## src/charge_time_pkg.sv

```systemverilog
// Register map, field positions and reset values of the charge time unit
package charge_time_pkg;

   // Register byte offsets
   localparam logic [3:0] CONTROL_HIGH_OFS   = 4'h0;
   localparam logic [3:0] CONTROL_LOW_OFS    = 4'h4;
   localparam logic [3:0] OPEN_DRAIN_CTL_OFS = 4'h8;
   localparam logic [3:0] STATUS_OFS         = 4'hC;

   // Fields of unit_control_high
   localparam int UNIT_ENABLE_BIT    = 7;
   localparam int STOP_IN_IDLE_BIT   = 5;
   localparam int TIME_GEN_BIT       = 4;
   localparam int NODE_DISCHARGE_BIT = 1;

   // Fields of unit_control_low
   localparam int FIRST_EDGE_BIT  = 0;
   localparam int SECOND_EDGE_BIT = 1;

   // Field of open_drain_control_three
   localparam int DELAY_SOURCE_BIT = 0;

   // Fields of the status register
   localparam int STAT_SOURCE_ON_BIT  = 0;
   localparam int STAT_DISCHARGE_BIT  = 1;
   localparam int STAT_PULSE_BIT      = 2;
   localparam int STAT_TRIPPED_BIT    = 3;
   localparam int STAT_SOURCE_OFF_BIT = 4;

   // Reset values
   localparam logic [7:0] CONTROL_HIGH_RST   = 8'h00;
   localparam logic [7:0] CONTROL_LOW_RST    = 8'h00;
   localparam logic [7:0] OPEN_DRAIN_CTL_RST = 8'h00;

   // Implemented bits of each control register
   localparam logic [7:0] CONTROL_HIGH_MASK   = 8'hB2;
   localparam logic [7:0] CONTROL_LOW_MASK    = 8'h03;
   localparam logic [7:0] OPEN_DRAIN_CTL_MASK = 8'h01;

endpackage

```

## src/delay_pulse_if.sv

```systemverilog
// Signals between the control registers and the delay pulse generator
interface delay_pulse_if;
   logic arm;
   logic source_select;
   logic tripped;
   logic pulse;

   modport control (output arm, output source_select,
                    input tripped, input pulse);
   modport generator (input arm, input source_select,
                      output tripped, output pulse);
endinterface

```

## src/charge_time_unit.sv

```systemverilog
// Charge time unit: register slave, current source and discharge control

module charge_time_unit (
   // Clock and reset
   input  wire logic        clk,
   input  wire logic        reset,
   // Avalon-MM slave
   input  wire logic [3:0]  address,
   input  wire logic        read,
   input  wire logic        write,
   input  wire logic [31:0] writedata,
   output logic      [31:0] readdata,
   output logic             waitrequest,
   // Power manager
   input  wire logic        sleep_mode,
   input  wire logic        idle_mode,
   // Analog and pin side
   input  wire logic        comparator_trip,
   input  wire logic        delay_trigger_input,
   output logic             current_source_enable,
   output logic             node_discharge,
   output logic             delay_pulse_output
);

   // Register state
   logic [7:0]  unit_control_high_q;
   logic [7:0]  unit_control_high_d;
   logic [7:0]  unit_control_low_q;
   logic [7:0]  unit_control_low_d;
   logic [7:0]  open_drain_control_three_q;
   logic [7:0]  open_drain_control_three_d;
   logic        ack_q;
   logic        ack_d;
   logic [31:0] readdata_q;
   logic [31:0] readdata_d;

   // Output state
   logic        source_q;
   logic        source_d;
   logic        discharge_q;
   logic        discharge_d;

   // Decoded controls
   logic        unit_enable;
   logic        stop_in_idle;
   logic        time_generation_enable;
   logic        node_discharge_enable;
   logic        first_edge_status;
   logic        second_edge_status;
   logic        delay_source_select;
   logic        source_blocked;
   logic        write_take;
   logic [7:0]  status_byte;

   delay_pulse_if pulse_bus ();

   delay_pulse_gen pulse_gen (
      .clk                 (clk),
      .reset               (reset),
      .comparator_trip     (comparator_trip),
      .delay_trigger_input (delay_trigger_input),
      .ctl                 (pulse_bus.generator)
   );

   always_comb begin
      unit_enable = unit_control_high_q[charge_time_pkg::UNIT_ENABLE_BIT];
      stop_in_idle =
         unit_control_high_q[charge_time_pkg::STOP_IN_IDLE_BIT];
      time_generation_enable =
         unit_control_high_q[charge_time_pkg::TIME_GEN_BIT];
      node_discharge_enable =
         unit_control_high_q[charge_time_pkg::NODE_DISCHARGE_BIT];
      first_edge_status =
         unit_control_low_q[charge_time_pkg::FIRST_EDGE_BIT];
      second_edge_status =
         unit_control_low_q[charge_time_pkg::SECOND_EDGE_BIT];
      delay_source_select =
         open_drain_control_three_q[charge_time_pkg::DELAY_SOURCE_BIT];
   end

   // Sleep always starves the source; idle only when asked to stop
   assign source_blocked = sleep_mode
                         | (idle_mode & stop_in_idle);

   // Delay mode is armed from the first edge bit only when enabled
   assign pulse_bus.arm = unit_enable & time_generation_enable
                        & first_edge_status;
   assign pulse_bus.source_select = delay_source_select;

   // Current source and discharge switch
   always_comb begin
      if (time_generation_enable) begin
         // Charge the delay capacitor until the trip is seen
         source_d = pulse_bus.arm & ~pulse_bus.tripped;
      end else begin
         // Second edge closes the measured interval
         source_d = unit_enable & first_edge_status
                  & ~second_edge_status;
      end
      source_d    = source_d & ~source_blocked;
      discharge_d = unit_enable & node_discharge_enable;
   end

   always_ff @(posedge clk) begin
      if (reset) begin
         source_q    <= 1'h0;
         discharge_q <= 1'h0;
      end else begin
         source_q    <= source_d;
         discharge_q <= discharge_d;
      end
   end

   assign current_source_enable = source_q;
   assign node_discharge        = discharge_q;
   // Pulse rises when software arms delay mode and falls on the selected trip source or on disarm
   assign delay_pulse_output    = pulse_bus.pulse;

   always_comb begin
      status_byte = 8'h00;
      status_byte[charge_time_pkg::STAT_SOURCE_ON_BIT]  = source_q;
      status_byte[charge_time_pkg::STAT_DISCHARGE_BIT]  = discharge_q;
      status_byte[charge_time_pkg::STAT_PULSE_BIT]      = pulse_bus.pulse;
      status_byte[charge_time_pkg::STAT_TRIPPED_BIT]    =
         pulse_bus.tripped;
      status_byte[charge_time_pkg::STAT_SOURCE_OFF_BIT] = source_blocked;
   end

   // Bus slave: every access waits exactly one cycle, then completes
   assign waitrequest = ~ack_q;
   assign write_take  = write & ack_q;

   always_comb begin
      ack_d      = (read | write) & ~ack_q;
      readdata_d = readdata_q;
      if (read & ~ack_q) begin
         unique case (address)
            charge_time_pkg::CONTROL_HIGH_OFS:
               readdata_d = {24'h000000, unit_control_high_q};
            charge_time_pkg::CONTROL_LOW_OFS:
               readdata_d = {24'h000000, unit_control_low_q};
            charge_time_pkg::OPEN_DRAIN_CTL_OFS:
               readdata_d = {24'h000000, open_drain_control_three_q};
            charge_time_pkg::STATUS_OFS:
               readdata_d = {24'h000000, status_byte};
            default:
               readdata_d = 32'h00000000;
         endcase
      end
   end

   always_comb begin
      unit_control_high_d        = unit_control_high_q;
      unit_control_low_d         = unit_control_low_q;
      open_drain_control_three_d = open_drain_control_three_q;
      if (write_take) begin
         unique case (address)
            charge_time_pkg::CONTROL_HIGH_OFS:
               unit_control_high_d = writedata[7:0]
                  & charge_time_pkg::CONTROL_HIGH_MASK;
            charge_time_pkg::CONTROL_LOW_OFS:
               unit_control_low_d = writedata[7:0]
                  & charge_time_pkg::CONTROL_LOW_MASK;
            charge_time_pkg::OPEN_DRAIN_CTL_OFS:
               open_drain_control_three_d = writedata[7:0]
                  & charge_time_pkg::OPEN_DRAIN_CTL_MASK;
            default: begin
               // Status and unmapped offsets ignore writes
            end
         endcase
      end
   end

   always_ff @(posedge clk) begin
      if (reset) begin
         unit_control_high_q        <=
            charge_time_pkg::CONTROL_HIGH_RST;
         unit_control_low_q         <= charge_time_pkg::CONTROL_LOW_RST;
         open_drain_control_three_q <=
            charge_time_pkg::OPEN_DRAIN_CTL_RST;
         ack_q                      <= 1'h0;
         readdata_q                 <= 32'h00000000;
      end else begin
         unit_control_high_q        <= unit_control_high_d;
         unit_control_low_q         <= unit_control_low_d;
         open_drain_control_three_q <= open_drain_control_three_d;
         ack_q                      <= ack_d;
         readdata_q                 <= readdata_d;
      end
   end

   assign readdata = readdata_q;

endmodule

```

## src/delay_pulse_gen.sv

```systemverilog
// Delay pulse generator: synchronises trip sources and shapes the pulse
module delay_pulse_gen (
   // Clock and reset
   input  wire logic         clk,
   input  wire logic         reset,
   // Analog and pin side
   input  wire logic         comparator_trip,
   input  wire logic         delay_trigger_input,
   // Control side
   delay_pulse_if.generator  ctl
);

   logic [1:0] comp_sync_q;
   logic [1:0] comp_sync_d;
   logic [1:0] trig_sync_q;
   logic [1:0] trig_sync_d;
   logic       tripped_q;
   logic       tripped_d;
   logic       pulse_q;
   logic       pulse_d;
   logic       trip_event;

   always_comb begin
      comp_sync_d = {comp_sync_q[0], comparator_trip};
      trig_sync_d = {trig_sync_q[0], delay_trigger_input};
      // Comparator ends the delay unless the pin is selected
      trip_event  = ctl.source_select ? trig_sync_q[1]
                                      : comp_sync_q[1];
      // Trip stays caught until arm drops
      tripped_d   = ctl.arm & (tripped_q | trip_event);
      pulse_d     = ctl.arm & ~tripped_d;
   end

   always_ff @(posedge clk) begin
      if (reset) begin
         comp_sync_q <= 2'h0;
         trig_sync_q <= 2'h0;
         tripped_q   <= 1'h0;
         pulse_q     <= 1'h0;
      end else begin
         comp_sync_q <= comp_sync_d;
         trig_sync_q <= trig_sync_d;
         tripped_q   <= tripped_d;
         pulse_q     <= pulse_d;
      end
   end

   assign ctl.tripped = tripped_q;
   assign ctl.pulse   = pulse_q;

endmodule

```

## config.mk

```make
export PLATFORM = sky130hd
export DESIGN_NAME = charge_time_unit
export DESIGN_NICKNAME = d
export VERILOG_FILES = /design/src/charge_time_pkg.sv /design/src/delay_pulse_if.sv /design/src/charge_time_unit.sv /design/src/delay_pulse_gen.sv
export SDC_FILE = /design/constraint.sdc
export NUM_CORES = 1
export LEC_CHECK = 0
export BUFFER_PORTS_ARGS = -buffer_cell sky130_fd_sc_hd__buf_2
export CAP_MARGIN = 20
export CORE_MARGIN = 8
export CORE_UTILIZATION = 42
export CTS_BUF_LIST = sky130_fd_sc_hd__clkbuf_2
export DETAILED_ROUTE_END_ITERATION = 8
export GPL_TIMING_DRIVEN = 0
export PLACE_DENSITY_LB_ADDON = 0.3
export SLEW_MARGIN = 40
export SYNTH_ARGS = -nofsm -noshare
export SYNTH_HDL_FRONTEND = slang
export SYNTH_HIERARCHICAL = 1
export SYNTH_SLANG_ARGS = --single-unit
export TNS_END_PERCENT = 5
```

## constraint.sdc

```tcl
create_clock -name clk -period 1.2 [get_ports clk]
set_clock_uncertainty 0.15 [all_clocks]
set_input_delay 0.06 -clock clk [delete_from_list [all_inputs] [get_ports clk]]
set_output_delay 0.06 -clock clk [all_outputs]
set_load 0.05 [all_outputs]
```

; Yosys cells after proc, flatten, opt, wreduce, memory -nomap -nowiden
; Index checks and enable logic that the tools add are counted.
[classes]
eq_ne = 3
mux = 3
bitwise = 21
reduce_logical = 4
[ops]
columns = operator, n
row1 = 8-bit one-hot mux with 4 select lines, 1
row2 = 1-bit bitwise AND, 13
row3 = 4-bit equality test (second input constant), 2
row4 = 2-bit AND reduction, 3
row5 = 1-bit NOT, 5
row6 = 4-bit by 3-bit equality test with 1-bit output (second input constant), 1
row7 = 4-bit zero test, 1
row8 = 1-bit OR, 3
row9 = 1-bit two-way mux, 2
[word_totals]
ff_bits = 48
inputBits = 44
output_inout_bits = 36
elab_cells = 42

; Longest topological paths before layout
; Gate-level depths: netlist of the first run.
[depth]
depth_word = 5
depth_mapped = 4
mapped_depth_nobuf = 3

; Hierarchy
; Netlist of the first run, hierarchy kept.
[by_module_without_submodules]
columns = module, n_inst, cells_per_inst, area_per_inst_um2, seq_area_each_um2
row1 = charge_time_unit, 1, 116, 988.4, 340.3
row2 = delay_pulse_gen, 1, 15, 182.7, 120.1

; Worst setup path before layout of the first run
; Ideal clock, no wire load.
[synth_timing]
kind = register to register
from = register source_q (netlist: current_source_enable)
to = register readdata_q[0] (netlist: readdata[0])
setup_time_ns = 0.095
arrival_time_ns = 1.131
required_time_ns = 0.955
slack_ns = -0.177
stages_incl_launch_ff = 4
n_path_buf = 0
synth_period_minus_slack_ns = 1.377
path_cell_list = dfxtp_1 mux2_1 nand3_1 a221oi_1
[synth_between]
elab_chain_len = 1
[synth_lines]
columns = item, line_no
row1 = from (decl), charge_time_unit.sv:38  ; logic source_q;
row2 = from (signal assigned), charge_time_unit.sv:109  ; source_q <= source_d;
row3 = 8-bit one-hot mux with 4 select lines, charge_time_unit.sv:137  ; unique case (address)
row4 = to (signal assigned), charge_time_unit.sv:188  ; readdata_q <= readdata_d;
row5 = to (decl), charge_time_unit.sv:34  ; logic [31:0] readdata_q;
; Every way passes these cells.
; A chain may end at the register's enable or synchronous reset.

; Worst setup path in the final report of the first run
[layout_timing]
from = register discharge_q (netlist: node_discharge)
to = register readdata_q[1] (netlist: readdata[1])
[layout_between]
elab_chain_len = 1
[layout_lines]
columns = item, line_no
row1 = from (decl), charge_time_unit.sv:40  ; logic discharge_q;
row2 = from (signal assigned), charge_time_unit.sv:110  ; discharge_q <= discharge_d;
row3 = 8-bit one-hot mux with 4 select lines, charge_time_unit.sv:137
; Every way passes these cells.

==> out/metrics.yaml, run 1 <==
worstPathMaxFanout: 2
violations: "negative hold slack, negative setup slack"
vias: 1057
start_util: 0.432
ff_latch_area_um2: 469
design.portCount: 80
period_minus_slack_ps: 1220
hp-class: "input pin to flip-flop"
async_flop_share: 0
antenna_found_initial: 0
routedWlPerCell_um: 12.0
cp-start-kind: "flip-flop"
grt_usage: 0.124
relSlewSlack: 0.653
layout_commonest_cell: "buf_4"
finalNetCount: 243
r2r-end: "readdata[1]"
via_per_inst: 4.62
dieArea_um2: 4730
period_share: 1.02
fp-row-count: 19
tns_ps: -19.2
fill_cells: 252
dr.pass1.iters: 4
h-tree-depth: 1
holdWs_ps: -113
coreArea_um2: 2710
grt_pass1_wl_mm: 4.61
total_leakage_power_uw: 0.000753
slew_viol_final: 0
routabilityCongestion: 0.793
grt_overflow: 0
clk_latency_ps: 320
synth_edf_count: 0
arrival_ps: 1290
worstPathRequired_ps: 1270
cts.clk_slew.worst_paths_ps: 200
routed_wl_mm: 2.74
crit_chain: "mux2_1, a32oi_1, a211oi_1"
cts_made_buffers: 3
drt.antenna.violating_nets: 0
final_util: 0.618
finalNonFillerCells: 229
timing.fmax_mhz: 820
yosysWarnings: 6
r2r_cells: 3
port_buffers: 25
worst_pin_slew_ps: 520
synthToLayoutAreaGrowth_pct: 43.1
grt_setup_unrepaired: "true"
multi_input_area_um2: 613
synth-main-ff-cell: "dfxtp_1"
grt_max_degree: 13
cts_sinks: 23
dp_hpwl_mm: 2.12
yosys.cell_types.count: 32
hold_viol: 5
first_global_vias: 1060
seq_area_frac_synth: 0.393
ctsRootBufferMaster: "clkbuf_2"
syn_inst: 131
drive_gt1_frac: 0.364
postCtsSetupRepairBufs: 0
ff2ff_setup_slack_ps: -20
slowest_stage: "dfxtp_4"
die_x_um: 68.8
layout_common_cells: "30 x buf_4, 25 x conb_1, 20 x dfxtp_1, 15 x buf_2, 14 x dlygate4sd3_1"
finalSetupViolations: 1
critPathKind: "flip-flop to flip-flop"
insertedDiodeCount: 0
syn_area_um2: 1170
fp.dieH_um: 68.8
hold_depth: 3
drtIter0Drc: 74
dpl_worst_slack_ps: -99.4
cp_slowest_stage_delay_ps: 390
maxCapViolations: 0
setup.worst_path.end_class: "flip-flop"
min_to: "open_drain_control_three_q[0]"
drc: 0
worst_slack_ps: -19.2
min-delay-start: "address[3]"
hold_buffers: 14
power_uw: 1530
cts_buffer_depth: 2
r2r_start: "node_discharge"
ys_ff_latch: 23
status: "finished, violations left"
dp_cells: 211
syn_area_per_cell_um2: 8.94
ir_worst_vdd_mv: 0.581
cts_tree: "built"
power.density_nw_per_um2: 911
[how the worst max path moves through the flow]
stage | start | endpoint | slack [ps] | cells past startpoint
4_1_cts | node_discharge | readdata[1] | -9 | 3
3_3_place_gp | reset | open_drain_control_three_q[0] | -90 | 4
5_1_grt | node_discharge | readdata[1] | -70 | 3
6_report | node_discharge | readdata[1] | -20 | 3
3_5_place_dp | reset | readdata[7] | -100 | 4
2_1_floorplan | current_source_enable | readdata[0] | -7 | 3
[power by group]
group          leakage [µW]  total (µW)  internal, µW  switching, µW
clock network     0.0000166         304          88.2            216
logic              0.000548         437           153            284
registers          0.000189         785           776           9.25
[Yosys cell counts, types with 2 or more instances]
library cell,number,area share
nand2b_1,4,0.021
buf_2,2,0.0085
mux2_1,2,0.019
nor2b_1,6,0.032
nand3_1,11,0.047
a21oi_1,13,0.056
mux2i_1,2,0.017
dfxtp_1,23,0.39
nor2_1,5,0.016
inv_1,2,0.0064
clkbuf_1,2,0.0064
and4bb_1,2,0.021
nand4b_1,2,0.015
o21ai_0,7,0.030
buf_4,26,0.17
nand2_1,6,0.019
[final cells by class]
class                   instances  share of cell area
clock buffers                   4              0.0119
flip-flops and latches         23               0.280
multi-input cells              99               0.366
repair buffers                 39               0.176
plain buffers                  31               0.139
inverters                       2             0.00448
well taps                      31              0.0232
[cells by family after synthesis]
family                 Yosys count  synth area share
AOI/OAI and AO/OA               26             0.130
and+or+nand+nor                 44             0.239
buffers and inverters           33             0.198
muxes                            4            0.0363
other                            1           0.00320
DFF                             23             0.393
[flip-flops by register name, summed over array words and instances, names as in the netlist]
register                    cells
open_drain_control_three_q      1
unit_control_low_q              2
unit_control_high_q             4
node_discharge                  1
pulse_gen/comp_sync_q           2
pulse_gen/ctl.pulse             1
ack_q                           1
pulse_gen/ctl.tripped           1
current_source_enable           1
pulse_gen/trig_sync_q           2
readdata                        7
[critical path, delay by kind of cell (launching register included)]
family,cells,cell delay [ps]
flops,1,390
compound gates,2,300
mux,1,290
[through the flow]
| stage | hold WS [ps] | instance area (µm²) |
|---|---|---|
| CTS | -141 | 1620 |
| detailed placement | 127 | 1430 |
| global route | -135 | 1680 |
| global placement | 117 | 1430 |
| floorplan | -18.4 | 1270 |
| finish | -113 | 1680 |
[timing repair]
action / 4_1_cts / 5_1_grt
setup endpoints to repair: 10 / 20
hold endpoints to repair: 21 / 4
gates resized for setup: 7 / 20
pin swaps: 2 / 2
[routing by layer]
layer  track usage  part of all wire  vias to the layer above
li1              -                 -                      537
met1         0.137              0.41                      477
met2         0.223              0.48                       41
met3        0.0242             0.099                        2
met4        0.0602             0.012                        0
met5             0                 0                        -
No activity file was read; power rests on OpenSTA's default activity.
==> inputs of run 2 (changes only) <==
- PLACE_DENSITY: unset -> 0.87
- PLACE_DENSITY_LB_ADDON: 0.3 -> unset
==> run 2 against run 1 <==
Against the previous run: via count down 1.9%; the run ends with negative hold slack left; routed wire length increased by 2.3%; first-iteration DRC count down 46%; clock power hardly changed; largest power group unchanged; worst hold slack lost 26 ps; critical path depth is 3 higher; non-clock buffer count unchanged.
==> out/metrics.yaml, run 2 (synthesis gave the netlist of run 1 again) <==
cts_sinks: 23  # unchanged
r2r_start: "ack_q"
postCtsSetupRepairBufs: 0  # unchanged
critPathKind: "input pin to flip-flop"
grt_overflow: 0  # unchanged
arrival_ps: 1310  # +20 ps
setup.worst_path.end_class: "flip-flop"
finalSetupViolations: 0  # -1
cts_tree: "built"
drc: 0  # unchanged
routedWlPerCell_um: 12.3  # +2.3%
fp-row-count: 19  # unchanged
tns_ps: 0  # +19.2 ps
hp-class: "input pin to flip-flop"
cts.clk_slew.worst_paths_ps: 200  # about the same
layout_commonest_cell: "buf_4"
layout_common_cells: "31 x buf_4, 25 x conb_1, 18 x dfxtp_1, 14 x dlygate4sd3_1, 14 x buf_2"
switching_power_uw: 521  # +2.1%
port_buffers: 25  # unchanged
grt_pass1_wl_mm: 4.44  # -3.8%
period_minus_slack_ps: 1200  # -21.6 ps
drive_gt1_frac: 0.374  # +0.0101
timing.fmax_mhz: 835  # +1.8%
routed_wl_mm: 2.81  # +2.3%
groute.layer.met3.usage: 0.0388  # +0.0145
die_x_um: 68.8  # unchanged
fp.dieH_um: 68.8  # unchanged
ff_latch_area_um2: 472  # +0.53%
drtIter0Drc: 40  # -46%
worstPathMaxFanout: 7  # +5
period_share: 0.998  # -0.0180
total_leakage_power_uw: 0.000761  # +1.2%
final_util: 0.622  # +0.00369
maxCapViolations: 0  # unchanged
worst_pin_slew_ps: 526  # +5.81 ps
slew_viol_final: 0  # unchanged
p_clk_frac: 0.198  # -0.002
cp-start-kind: "input pin"
synthToLayoutAreaGrowth_pct: 43.9
antenna_found_initial: 0  # unchanged
ctsRootBufferMaster: "clkbuf_2"
finalNetCount: 243  # unchanged
start_util: 0.432  # unchanged
gr-usage-met2: 0.207  # -0.0163
dieArea_um2: 4730  # unchanged
drt.antenna.violating_nets: 0  # unchanged
power_frac_seq: 0.514  # about the same
dp_hpwl_mm: 2.12  # +0.17%
ir_worst_vdd_mv: 0.825  # +42%
grt_usage: 0.123  # -0.00153
dr.pass1.iters: 6  # +2
fill_cells: 233  # -7.5%
h-tree-depth: 1  # unchanged
hold_viol: 5  # unchanged
cts_made_buffers: 3  # unchanged
hold_buffers: 14  # unchanged
violations: "negative hold slack"
largest_reg_flops: 7  # unchanged
busiest_layer: "met2"
worstPathRequired_ps: 1320  # +50 ps
power.density_nw_per_um2: 905  # -0.70%
via_per_inst: 4.53  # -1.9%
multi_input_area_um2: 618  # +0.82%
design.portCount: 80  # unchanged
min-delay-start: "address[3]"
relSlewSlack: 0.649  # -0.00387
power_frac_comb: 0.287  # about the same
p_int_uw: 1000  # -1.2%
met1_usage: 0.135  # -0.00150
insertedDiodeCount: 0  # unchanged
grt_max_degree: 14  # +1
first_global_vias: 1025  # -3.3%
vias: 1037  # -1.9%
swShare: 0.341  # +0.00749
holdWs_ps: -139  # -26.3 ps
grt_setup_unrepaired: "true"
setup.worst_path.start: "read"
clk_latency_ps: 330  # about the same
coreArea_um2: 2710  # unchanged
status: "finished, violations left"
routabilityCongestion: 0.822  # +3.7%
cts_buffer_depth: 2  # unchanged
## run 2: changes by cell type in the layout (fill, tap and decap cells not counted)
cell      before  now
clkinv_2       0    1
nand2_4        0    1
buf_2         15   14
clkbuf_2       4    3
o21ai_1        0    2
nand2_2        1    0
dfxtp_2        1    3
dfxtp_1       20   18
o21ai_0        7    5
buf_4         30   31
## run 2: stage by stage
stage          cell area [µm²]  total power (µW)  std cells  worst slack (ps)
6_report                  1690              1520        229              2.36
5_1_grt                   1690              1600        229              -100
4_1_cts                   1630              1520        229             -2.98
3_5_place_dp              1430              1180        211              -159
3_3_place_gp              1430              1170        211              -111
2_1_floorplan             1270              1120        155             -6.74
## run 2: final cells by class
cell class                      count  area share
Clock buffer                        3     0.00891
Sequential cell                    23       0.280
Buffer                             31       0.138
Multi-Input combinational cell     99       0.367
Tap cell                           31      0.0230
Timing Repair Buffer               39       0.176
Clock inverter                      1     0.00297
Inverter                            2     0.00445
## run 2: per-layer routing
layer  vias to the layer above  share of wire  wire length (µm)
li1                        539              -                 -
met1                       454           0.43              1200
met2                        39           0.47              1330
met3                         5          0.083               232
met4                         0          0.016                45
met5                         -              0                 0
## run 2: timing repair
action | in CTS | in global routing
cloned | 0 | 0
setup endpoints to repair | 10 | 23
resized for setup | 9 | 24
pin swaps | 1 | 4
hold endpoints to repair | 21 | 5
## run 2: worst max-delay path: stages
cell and delay (ps):
dlygate4sd3_1 540, buf_2 130, nor2b_1 120, buf_4 160
nand2_4 50, a221oi_2 240
## run 2: final timing paths
| kind | slack [ps] | cells after the start | to |
|---|---|---|---|
| setup reg to reg | 10 | 4 | unit_control_low_q[1] |
| hold / removal | -140 | 3 | open_drain_control_three_q[0] |
| hold reg to reg | 310 | 1 | pulse_gen/trig_sync_q[1] |
| setup / recovery | 2 | 6 | readdata[0] |
## run 2: power groups by stage
stage / Sequential (µW) / Clock (µW) / Combinational, µW
3_3_place_gp: 798 / 0 / 376
5_1_grt: 787 / 351 / 464
3_5_place_dp: 799 / 0 / 378
6_report: 784 / 302 / 438
4_1_cts: 784 / 310 / 424
2_1_floorplan: 808 / 0 / 313
==> inputs of run 3 (changes only) <==
- CORE_UTILIZATION: 42 -> 34
- PLACE_DENSITY: 0.87 -> 0.74
==> run 3 against run 2 <==
Against the previous run: the flow finishes with violations (negative hold slack, negative setup slack); largest cell class unchanged; non-clock buffer count unchanged; critical path type is now flip-flop to flip-flop; sequential power about the same; first-iteration DRC count increased by 5.0%; die area rose by 18%; via count is 2.1% higher.
==> out/metrics.yaml, run 3 (synthesis gave the netlist of run 1 again) <==
slew_viol_final: 0  # unchanged
total_leakage_power_uw: 0.000758  # -0.45%
busiest_layer: "met2"
cts.clk_slew.worst_paths_ps: 210  # about the same
grt_pass1_wl_mm: 4.62  # +4.2%
gr-usage-met2: 0.170  # -0.0364
routed_wl_mm: 2.81  # +0.11%
start_util: 0.354  # -0.0784
grt_usage: 0.105  # -0.0175
status: "finished, violations left"
cts_sinks: 23  # unchanged
coreArea_um2: 3310  # +22%
power_uw: 1540  # +0.99%
hp-class: "input pin to flip-flop"
power.density_nw_per_um2: 898  # -0.70%
drt.antenna.violating_nets: 0  # unchanged
vias: 1059  # +2.1%
via_per_inst: 4.34  # -4.2%
routedWlPerCell_um: 11.5  # -6.0%
worstPathRequired_ps: 1330  # about the same
grt_overflow: 0  # unchanged
holdWs_ps: -151  # -11.9 ps
grt_max_degree: 13  # -1
design.portCount: 80  # unchanged
drc: 0  # unchanged
cp-start-kind: "flip-flop"
routabilityCongestion: 0.823  # +0.13%
dieArea_um2: 5580  # +18%
slowest_stage: "dfxtp_4"
grt_setup_unrepaired: "true"
arrival_ps: 1340  # +30 ps
worst_pin_slew_ps: 539  # +13.5 ps
maxCapViolations: 0  # unchanged
finalSetupViolations: 4  # +4
largest_reg_flops: 7  # unchanged
timing.fmax_mhz: 826  # -1.0%
crit_chain: "and4bb_1, buf_6, nand3_2, a21oi_2"
cp_slowest_stage_delay_ps: 430  # -110 ps
met1_usage: 0.121  # -0.0148
fp-row-count: 21  # +2
first_global_vias: 1041  # +1.6%
worst_slack_ps: -10.1  # -12.5 ps
period_share: 1.01  # +0.0104
clk_latency_ps: 330  # about the same
relSlewSlack: 0.640  # -0.00902
ctsRootBufferMaster: "clkbuf_2"
critPathKind: "flip-flop to flip-flop"
hold_buffers: 14  # unchanged
dp_hpwl_mm: 2.18  # +2.9%
insertedDiodeCount: 0  # unchanged
finalNetCount: 243  # unchanged
h-tree-depth: 1  # unchanged
die_x_um: 74.7  # +8.6%
setup.worst_path.end_class: "flip-flop"
drive_gt1_frac: 0.389  # +0.0152
antenna_found_initial: 0  # unchanged
port_buffers: 25  # unchanged
layout_commonest_cell: "buf_4"
cts_buffer_depth: 2  # unchanged
cts_made_buffers: 3  # unchanged
groute.layer.met3.usage: 0.0253  # -0.0135
violations: "negative hold slack, negative setup slack"
drtIter0Drc: 42  # +5.0%
period_minus_slack_ps: 1210  # +12.5 ps
layout_common_cells: "35 x buf_4, 25 x conb_1, 17 x dfxtp_1, 14 x dlygate4sd3_1, 14 x buf_2"
cts_tree: "built"
synthToLayoutAreaGrowth_pct: 46.4
ir_worst_vdd_mv: 0.262  # -68%
critPathTopFamily: "flip-flops"
dr.pass1.iters: 4  # -2
hold_viol: 4  # -1
worstPathMaxFanout: 7  # unchanged
fp.dieH_um: 74.7  # +8.6%
cp_num_buf_inv: 1  # -2
-- run 3: changes by cell type in the layout (fill, tap and decap cells not counted), sizes merged --
cell    before  now
buf         48   53
clkbuf      11    7
clkinv       1    0
-- run 3: final timing paths --
path               startpoint                             to  slack, ps  cells after the start
setup / recovery        ack_q         unit_control_high_q[1]        -10                      4
hold / removal     address[3]  open_drain_control_three_q[0]       -150                      3
setup reg to reg        ack_q         unit_control_high_q[1]        -10                      4
hold reg to reg   readdata[3]                    readdata[3]        310                      2
-- run 3: power by group --
part / switching, µW / leakage [µW] / internal [µW]
clock: 227 / 0.0000166 / 88.2
combinational: 287 / 0.000551 / 153
sequential: 8.49 / 0.000190 / 776
total: 523 / 0.000758 / 1020
-- run 3: worst reg2reg max path: cells and delay by family, from the launching register on --
kind	cells	cell delay, ps
buffers and inverters	1	140
AO/OA/AOI/OAI	1	140
AND/OR/NAND/NOR	2	300
flip-flops	1	430
-- run 3: layout make-up --
cell class	count	area [µm²]
Fill cell	341	1600
Multi-Input combinational cell	99	623
Sequential cell	23	473
Timing Repair Buffer	39	300
Buffer	31	233
Tap cell	46	57.6
Clock buffer	4	20.0
Inverter	2	7.51
-- run 3: layer usage --
| layer | routed length, µm | up-vias |
|---|---|---|
| met2 | 1320 | 44 |
| met4 | 82 | 0 |
| met5 | 0 | - |
| met3 | 238 | 6 |
| met1 | 1170 | 473 |
| li1 | - | 536 |
-- run 3: timing repair --
| action | CTS | global route |
|---|---|---|
| pin swaps | 0 | 7 |
| setup endpoints to repair | 10 | 21 |
| resized for setup | 9 | 30 |
| endpoints found under the hold margin | 21 | 6 |
| setup buffers | 0 | 0 |
-- run 3: metrics by stage --
stage / area [µm²] / utilization / setup slack (ps) / instances / setup TNS, ps
finish: 1710 / 0.518 / -10.1 / 244 / -14.5
global route: 1710 / 0.518 / -70.7 / 244 / -516
CTS: 1650 / 0.498 / -7.40 / 244 / -12.9
detailed placement: 1450 / 0.438 / -137 / 226 / -1370
global placement: 1450 / 0.438 / -132 / 226 / -1360
floorplan: 1270 / - / -6.74 / 155 / -6.74
